===== config.mk =====
export PLATFORM = sky130hd
export DESIGN_NAME = four_level_adc_control
export DESIGN_NICKNAME = d
export VERILOG_FILES = /design/src/rtl/four_level_adc_pkg.sv /design/src/rtl/tracking_counter.sv /design/src/rtl/four_level_adc_control.sv
export VERILOG_INCLUDE_DIRS = /design/src /design/src/rtl
export SDC_FILE = /design/constraint.sdc
export NUM_CORES = 1
export LEC_CHECK = 0
export ABC_AREA = 1
export BUFFER_PORTS_ARGS = -buffer_cell sky130_fd_sc_hd__buf_2
export CORE_ASPECT_RATIO = 0.5
export CORE_MARGIN = 2
export CORE_UTILIZATION = 57
export CTS_CLUSTER_SIZE = 8
export DETAILED_ROUTE_END_ITERATION = 8
export PLACE_DENSITY = 0.79
export SLEW_MARGIN = 10
export SYNTH_ARGS = -nofsm -noshare
export SYNTH_HDL_FRONTEND = slang
export SYNTH_SLANG_ARGS = --single-unit

===== constraint.sdc =====
create_clock -name SYS_CLK -period 6.47 [get_ports SYS_CLK]
set_clock_uncertainty 0.15 [all_clocks]
set_input_delay 1.294 -clock SYS_CLK [delete_from_list [all_inputs] [get_ports SYS_CLK]]
set_output_delay 1.294 -clock SYS_CLK [all_outputs]
set_load 0.01 [all_outputs]

===== src/rtl/four_level_adc_map.svh =====
`ifndef FOUR_LEVEL_ADC_MAP_SVH
`define FOUR_LEVEL_ADC_MAP_SVH
// What this block does
// A high bandwidth select picks the 2 kHz filter cutoff and a low one picks the 1 kHz cutoff.
// The two mode-select inputs together choose fast track, slow track, hold or low-power standby.
// First then second mode pin: 00 standby, 01 fast track, 10 hold, 11 slow track, and the decoder drives them so.
// Outside test mode the converter acts on edges of its 38.4 kHz clock, in test mode on its level.
// Every control input is latched on the falling edge of the converter clock; in test mode the code latches them every system cycle while the clock is high.
// A high track gate stops the peak and valley counters, a low one lets them track.
// While the track gate is low the counters keep decaying at the rate of the current tracking mode.
// Fast track steps the peak counter down by 8 and up by 4, slow track up by 2 and down by 1 every 40 clocks.
// The 2-bit result leaves with bit 0 on the low output and bit 1 on the high output.
// In normal use the board holds the test input at ground.
// Two 8-bit levels from the peak and valley counters set the upper and lower thresholds of the conversion.
// The decoder drives the track gate from its hold_off input, setting it once per converter clock pulse.

`define ADDR_CFG 4'h0
`define ADDR_STATUS 4'h1
`define ADDR_PEAK 4'h2
`define ADDR_VALLEY 4'h3

`define CFG_RESET 8'h00
`define CFG_OVR_BIT 0
`define CFG_WIDE_BIT 1
`define CFG_M1_BIT 2
`define CFG_M2_BIT 3
`define CFG_GATE_BIT 4
`define CFG_TEST_BIT 5

`define CTRL_RESET 5'h08
`define LEVEL_RESET 8'h80
`define FAST_UP_STEP 8'h04
`define FAST_DOWN_STEP 8'h08
`define SLOW_UP_STEP 8'h02
`define SLOW_DOWN_STEP 8'h01
`define FAST_DECAY_TICKS 1
`define SLOW_DECAY_TICKS 40
`define THRESH_LOW 8'h32
`define THRESH_MID 8'h80
`define THRESH_HIGH 8'hCE
`endif


===== src/rtl/four_level_adc_pkg.sv =====
package four_level_adc_pkg;
    typedef enum logic [1:0] {
        MODE_STANDBY = 2'b00,
        MODE_FAST = 2'b01,
        MODE_SLOW = 2'b11,
        MODE_HOLD = 2'b10
    } mode_t;

    typedef struct packed {
        logic test;
        logic tracking_gate_n;
        logic mode_select_second;
        logic mode_select_first;
        logic filter_bandwidth_select;
    } ctrl_t;
endpackage


===== src/rtl/tracking_counter.sv =====
`include "four_level_adc_map.svh"
module tracking_counter
    import four_level_adc_pkg::*;
#(
    parameter int W = 8,
    parameter int PW = 6
) (
    input wire logic clk,
    input wire logic rst_n,
    input wire logic tick,
    input wire logic track_en,
    input wire logic invert,
    input wire logic [W-1:0] sample,
    input wire logic [W-1:0] up_step,
    input wire logic [W-1:0] down_step,
    input wire logic [PW-1:0] period,
    output logic [W-1:0] level
);
    generate
        if (W < 2 || PW < 1) begin : g_bad_width
            $error("W must be at least 2 and PW at least 1");
        end
    endgenerate

    // The valley runs the same loop on inverted values, so one body serves both counters.
    logic [W-1:0] lvl_q, lvl_d, x;
    logic [PW-1:0] tmr_q, tmr_d;

    always_comb begin
        x = invert ? ~sample : sample;
        lvl_d = lvl_q;
        tmr_d = tmr_q;
        if (tick && track_en) begin
            if (x > lvl_q) begin
                lvl_d = ((x - lvl_q) > up_step) ? W'(lvl_q + up_step) : x;
                tmr_d = PW'(1);
            end else if (tmr_q <= PW'(1)) begin
                lvl_d = ((lvl_q - x) > down_step) ? W'(lvl_q - down_step) : x;
                tmr_d = period;
            end else begin
                tmr_d = PW'(tmr_q - PW'(1));
            end
        end
    end

    always_ff @(posedge clk or negedge rst_n) begin
        if (!rst_n) begin
            lvl_q <= `LEVEL_RESET;
            tmr_q <= PW'(1);
        end else begin
            lvl_q <= lvl_d;
            tmr_q <= tmr_d;
        end
    end

    assign level = invert ? ~lvl_q : lvl_q;
endmodule


===== src/rtl/four_level_adc_control.sv =====
`include "four_level_adc_map.svh"
module four_level_adc_control
    import four_level_adc_pkg::*;
#(
    parameter int SLOW_DECAY_TICKS = `SLOW_DECAY_TICKS
) (
    input wire logic SYS_CLK,
    input wire logic RST_N,
    input wire logic CONV_CLK,
    input wire logic FILTER_BANDWIDTH_SELECT,
    input wire logic MODE_SELECT_FIRST,
    input wire logic MODE_SELECT_SECOND,
    input wire logic TRACKING_GATE_N,
    input wire logic TEST_ENABLE,
    input wire logic [7:0] FILTER_SAMPLE,
    output logic SYMBOL_BIT_LOW,
    output logic SYMBOL_BIT_HIGH,
    output logic FILTER_WIDE,
    output logic STANDBY,
    output logic [7:0] PEAK_DAC,
    output logic [7:0] VALLEY_DAC,
    input wire logic [3:0] REG_ADDR,
    input wire logic [7:0] REG_WDATA,
    input wire logic REG_WRITE,
    input wire logic REG_READ,
    output logic [7:0] REG_RDATA
);
    localparam int PW = 6;

    generate
        if (SLOW_DECAY_TICKS < 1 || SLOW_DECAY_TICKS > 63) begin : g_bad_ticks
            $error("SLOW_DECAY_TICKS must lie between 1 and 63");
        end
    endgenerate

    // Pin synchronisers and the control latch.
    ctrl_t pins, eff, ctrl_q, ctrl_d;
    logic [5:0] sync1_q, sync2_q;
    logic [7:0] samp1_q, samp2_q;
    logic clk_prev_q, clk_s, fall, tick;
    logic [7:0] cfg_q, cfg_d;
    mode_t mode;

    assign pins = '{test: TEST_ENABLE, tracking_gate_n: TRACKING_GATE_N,
                    mode_select_second: MODE_SELECT_SECOND, mode_select_first: MODE_SELECT_FIRST,
                    filter_bandwidth_select: FILTER_BANDWIDTH_SELECT};

    always_comb begin
        clk_s = sync2_q[5];
        fall = clk_prev_q && !clk_s;
        // A latched test level turns the clock into a level: each system cycle while it is high is a step.
        tick = ctrl_q.test ? clk_s : fall;
        if (cfg_q[`CFG_OVR_BIT]) begin
            eff = '{test: cfg_q[`CFG_TEST_BIT], tracking_gate_n: cfg_q[`CFG_GATE_BIT],
                    mode_select_second: cfg_q[`CFG_M2_BIT], mode_select_first: cfg_q[`CFG_M1_BIT],
                    filter_bandwidth_select: cfg_q[`CFG_WIDE_BIT]};
        end else begin
            eff = ctrl_t'(sync2_q[4:0]);
        end
        ctrl_d = tick ? eff : ctrl_q;
    end

    always_ff @(posedge SYS_CLK or negedge RST_N) begin
        if (!RST_N) begin
            sync1_q <= 6'h00;
            sync2_q <= 6'h00;
            samp1_q <= 8'h00;
            samp2_q <= 8'h00;
            clk_prev_q <= 1'b0;
            ctrl_q <= ctrl_t'(`CTRL_RESET);
        end else begin
            sync1_q <= {CONV_CLK, pins};
            sync2_q <= sync1_q;
            samp1_q <= FILTER_SAMPLE;
            samp2_q <= samp1_q;
            clk_prev_q <= clk_s;
            ctrl_q <= ctrl_d;
        end
    end

    assign mode = mode_t'({ctrl_q.mode_select_first, ctrl_q.mode_select_second});
    assign FILTER_WIDE = ctrl_q.filter_bandwidth_select;
    assign STANDBY = (mode == MODE_STANDBY);

    // Tracking loop.
    logic track_en;
    logic [7:0] up_step, down_step;
    logic [PW-1:0] period;

    always_comb begin
        track_en = !ctrl_q.tracking_gate_n && (mode == MODE_FAST || mode == MODE_SLOW);
        if (mode == MODE_SLOW) begin
            up_step = `SLOW_UP_STEP;
            down_step = `SLOW_DOWN_STEP;
            period = PW'(SLOW_DECAY_TICKS);
        end else begin
            up_step = `FAST_UP_STEP;
            down_step = `FAST_DOWN_STEP;
            period = PW'(`FAST_DECAY_TICKS);
        end
    end

    tracking_counter #(.W(8), .PW(PW)) u_peak (
        .clk(SYS_CLK),
        .rst_n(RST_N),
        .tick(tick),
        .track_en(track_en),
        .invert(1'b0),
        .sample(samp2_q),
        .up_step(up_step),
        .down_step(down_step),
        .period(period),
        .level(PEAK_DAC)
    );

    tracking_counter #(.W(8), .PW(PW)) u_valley (
        .clk(SYS_CLK),
        .rst_n(RST_N),
        .tick(tick),
        .track_en(track_en),
        .invert(1'b1),
        .sample(samp2_q),
        .up_step(up_step),
        .down_step(down_step),
        .period(period),
        .level(VALLEY_DAC)
    );

    // Conversion against thresholds placed between valley and peak.
    logic [7:0] span;
    logic [8:0] thr_low, thr_mid, thr_high;
    logic [15:0] p_low, p_mid, p_high;
    logic [1:0] sym_q, sym_d;

    always_comb begin
        span = (PEAK_DAC > VALLEY_DAC) ? 8'(PEAK_DAC - VALLEY_DAC) : 8'h00;
        p_low = span * `THRESH_LOW;
        p_mid = span * `THRESH_MID;
        p_high = span * `THRESH_HIGH;
        thr_low = {1'b0, VALLEY_DAC} + {1'b0, p_low[15:8]};
        thr_mid = {1'b0, VALLEY_DAC} + {1'b0, p_mid[15:8]};
        thr_high = {1'b0, VALLEY_DAC} + {1'b0, p_high[15:8]};
        // In standby the comparators are down, so the result is parked at zero.
        if (mode == MODE_STANDBY) begin
            sym_d = 2'h0;
        end else if ({1'b0, samp2_q} < thr_low) begin
            sym_d = 2'h0;
        end else if ({1'b0, samp2_q} < thr_mid) begin
            sym_d = 2'h1;
        end else if ({1'b0, samp2_q} < thr_high) begin
            sym_d = 2'h2;
        end else begin
            sym_d = 2'h3;
        end
    end

    always_ff @(posedge SYS_CLK or negedge RST_N) begin
        if (!RST_N) begin
            sym_q <= 2'h0;
        end else begin
            sym_q <= sym_d;
        end
    end

    assign SYMBOL_BIT_LOW = sym_q[0];
    assign SYMBOL_BIT_HIGH = sym_q[1];

    // Register port.
    logic [7:0] rdata_q, rdata_d;

    always_comb begin
        cfg_d = cfg_q;
        if (REG_WRITE && REG_ADDR == `ADDR_CFG) begin
            cfg_d = {2'b00, REG_WDATA[5:0]};
        end
        rdata_d = 8'h00;
        if (REG_READ) begin
            if (REG_ADDR == `ADDR_CFG) begin
                rdata_d = cfg_q;
            end else if (REG_ADDR == `ADDR_STATUS) begin
                rdata_d = {1'b0, sym_q, ctrl_q};
            end else if (REG_ADDR == `ADDR_PEAK) begin
                rdata_d = PEAK_DAC;
            end else if (REG_ADDR == `ADDR_VALLEY) begin
                rdata_d = VALLEY_DAC;
            end
        end
    end

    always_ff @(posedge SYS_CLK or negedge RST_N) begin
        if (!RST_N) begin
            cfg_q <= `CFG_RESET;
            rdata_q <= 8'h00;
        end else begin
            cfg_q <= cfg_d;
            rdata_q <= rdata_d;
        end
    end

    assign REG_RDATA = rdata_q;
endmodule


==> run_results.csv <==
group,metric,value,unit
run_status,outcome,"complete, but fails checks",
run_status,violations,"setup timing",
setup_path,critPathBufInv,8,
setup_path,critPathMaxFanout,5,
route,drt_wl_total,27490,um
setup_path,critical_path.slowest_cell,"fa_1",
sta,setup_viol,1,
logic_synthesis,ys_ff_latch,78,
layout,fin_cells,1614,
sta,tightest_slew,1.049,ns
power_and_ir_drop,p_leak,6.129,nW
cts,clockRootBuffer,"clkbuf_16",
global_routing,grt_max_degree,79,
setup_path,worstSetupEndpointType,"register",
route,drcViolationCount,0,
global_routing,overflow,0,
global_routing,grt_pass1_vias,8928,
logic_synthesis,mappedNetlistNets,1477,
hold_path,hp-class,"register to register",
sta,drv_slew,0,
sta,rsz0062_at_grt,"yes",
setup_path,required,6.59,ns
placement,port-buffer-count,55,
route,vias,9072,
setup_path,start_kind,"register",
route,detail_route.wl_per_cell,17.03,um
logic_synthesis,synthDistinctLibCells,47,
cts,cts_tree,"done",
global_routing,grt_antenna_before_repair,0,
layout,drive_above_1_share,17.66,%
placement,hpwl,21070,um
placement,dp_cells,1584,
sta,hold_viol,0,
cts,cts_buffer_depth,2,
layout,nNetsFinal,1608,
layout,syn_to_final_growth,17.23,%
logic_synthesis,synth_area_leaders,"ha_1 (20%), dfrtp_1 (20%), nand2_1 (13%)",
floorplanning,die_w,183.5,um
setup_path,slowest_delay,0.52,ns
power_and_ir_drop,vdd_drop_max,0.0002197,V
cts,path_clk_slew,0.07,ns
cts,numCtsBuffers,9,
logic_synthesis,yosys.area.top_type_share,20.31,%
floorplanning,io_pins,58,
logic_synthesis,avgSynthCellArea,7.204,um2
setup_path,crit_top_cell,"nand2_2",
cts,h-tree-depth,3,
floorplanning,start_util,58.93,%
logic_synthesis,ys_seq_area_share,21.34,%
route,postRouteAntennaNets,0,
layout,num_antenna_cells,0,
setup_path,cp.arrival,6.91,ns
route,first_iter_violations,743,
logic_synthesis,syn_inst,1274,
sta,holdWs,0.1996,ns
sta,fin_crit,6.795,ns
cts,clk_latency,0.35,ns
layout,seq_area,1961,um2
placement,gp_congestion,0.9960,
global_routing,grt_usage,33.18,%
layout,multi_input_area,6559,um2
floorplanning,die-area,17190,um2
setup_path,critical-path-top-delay-family,"adder cells",
sta,fmax,147.2,MHz
sta,relSlewSlack,29.55,%
cts,cts.sinks,78,
sta,finalCritPeriodShare,105.0,%
logic_synthesis,yosysTopAreaCell,"ha_1",
route,viasPerCell,5.621,
layout,nFillCells,1289,
job,max-cap-violations,0,
route,drtPass1Iterations,6,
floorplanning,die_h,93.73,um
floorplanning,core,15570,um2
power_and_ir_drop,total_power,5.945,mW
power_and_ir_drop,p_per_area,552.5,nW/um2
logic_synthesis,synth.yosys.warnings,0,
global_routing,grt_pass1_wl,44350,um
setup_path,critPathKind,"register to register",
floorplanning,rows,32,
logic_synthesis,syn-cell-area,9178,um2
sta,fin_ws,-0.3248,ns
-- cells by family (layout without fill, tap and decap cells) --
logic type                 Yosys count  count (layout)  synth area share, %
buffers and inverters              230             366                9.775
adders and majority gates          173             173                25.55
xor gates and xnor gates            57              57                5.522
DFF                                 78              78                21.34
AOI/OAI and AO/OA                  149             149                9.325
muxes                                3               3               0.3681
and+or+nand+nor                    584             584                28.13
-- layout make-up --
type / instances / area share, %
multi-input combinational: 966 / 60.96
inverter: 216 / 7.571
clock buffer: 9 / 2.093
sequential: 78 / 18.22
tap: 204 / 2.372
timing repair buffer: 134 / 8.094
clock inverter: 7 / 0.6861
-- state kept, by name (all words and copies together) (netlist names), 4 cells and up --
signal and flops:
u_valley.lvl_q 8, samp2_q 8, u_valley.tmr_q 6, u_peak.lvl_q 8, REG_RDATA 8, cfg_q 6
ctrl_q 4, samp1_q 8, sync2_q 6, u_peak.tmr_q 6, sync1_q 6
-- metal layers --
metal  global-route usage, %  vias to the layer above  part of all wire, %
met3                   4.612                       89                  7.6
met1                   43.57                     4207                   44
met2                   55.47                      347                   45
met4                   13.87                        0                  4.0
met5                       0                        -                    0
li1                        -                     4429                    -
-- through the flow --
stage / area [um2] / TNS (ns) / setup slack [ns] / utilization, %
after floorplan: 9275 / 0 / 0.004304 / -
after global placement: 10210 / -0.1899 / -0.1899 / 65.56
after detailed placement: 10210 / -0.3441 / -0.3441 / 65.56
after CTS: 10700 / -0.1685 / -0.1685 / 68.73
after global routing: 10760 / -0.8652 / -0.6707 / 69.08
final: 10760 / -0.3248 / -0.3248 / 69.08
-- worst register-to-register path, delay by kind of cell, from the launching register on --
kind	cells	cell delay (ns)
compound gates	7	1.00
xor+xnor	2	0.30
fa+ha+maj	9	3.16
buf+inv	8	0.46
flops	1	0.40
simple gates	16	1.22
-- path summary, 6_finish.rpt --
check / from / endpoint / slack, ns / cells after the start
worst max-delay path: u_peak.lvl_q[0] / sym_q[0] / -0.32 / 42
worst min-delay path: sync1_q[4] / sync2_q[4] / 0.20 / 0
worst max register to register: u_peak.lvl_q[0] / sym_q[0] / -0.32 / 42
worst min register to register: sync1_q[4] / sync2_q[4] / 0.20 / 0
max in group asynchronous: RST_N / u_peak.lvl_q[2] / 4.53 / 1
min in group asynchronous: RST_N / samp1_q[0] / 0.95 / 1
-- cell usage in the layout, fill, tap and decap left out, types with 15 or more instances in the layout --
cell and n:
dfrtp_1 71, ha_1 140, nand2_2 18, nor2_1 57, nand3_1 100, xor2_1 38, nand4_1 42, inv_1 200
fa_1 22, nand2_1 320, o21ai_0 32, a21oi_1 60, buf_2 54, buf_4 80, xnor2_1 15
-- cells in the mapped netlist, drive strengths merged --
cell and count:
a211o 1, a211oi 12, a21boi 1, a21o 7, a21oi 67, a22oi 2, a32oi 1, and3b 1
buf 8, clkbuf 6, clkinv 1, dfrtp 73, dfstp 5, fa 24, ha 149, inv 215
mux2 3, nand2 338, nand3 107, nand3b 3, nand4 42, nor2 73, nor3 13, nor3b 1
nor4 1, o211ai 2, o21a 4, o21ai 39, o21bai 1, o22ai 12, or2 5, xnor2 17
xor2 40
-- report_power, final --
group          internal (mW)  switching (mW)
registers              0.610           0.105
logic                   1.91            2.80
clock network          0.274           0.242
total                   2.79            3.15
-- what timing repair did --
| action | CTS | global route |
|---|---|---|
| hold buffers | 0 | 0 |
| setup buffers | 13 | 1 |
| pin swaps | 33 | 5 |
| gates resized for setup | 24 | 13 |
| endpoints found under the setup margin | 1 | 2 |
Note: power is estimated with default switching activity, not from simulation.
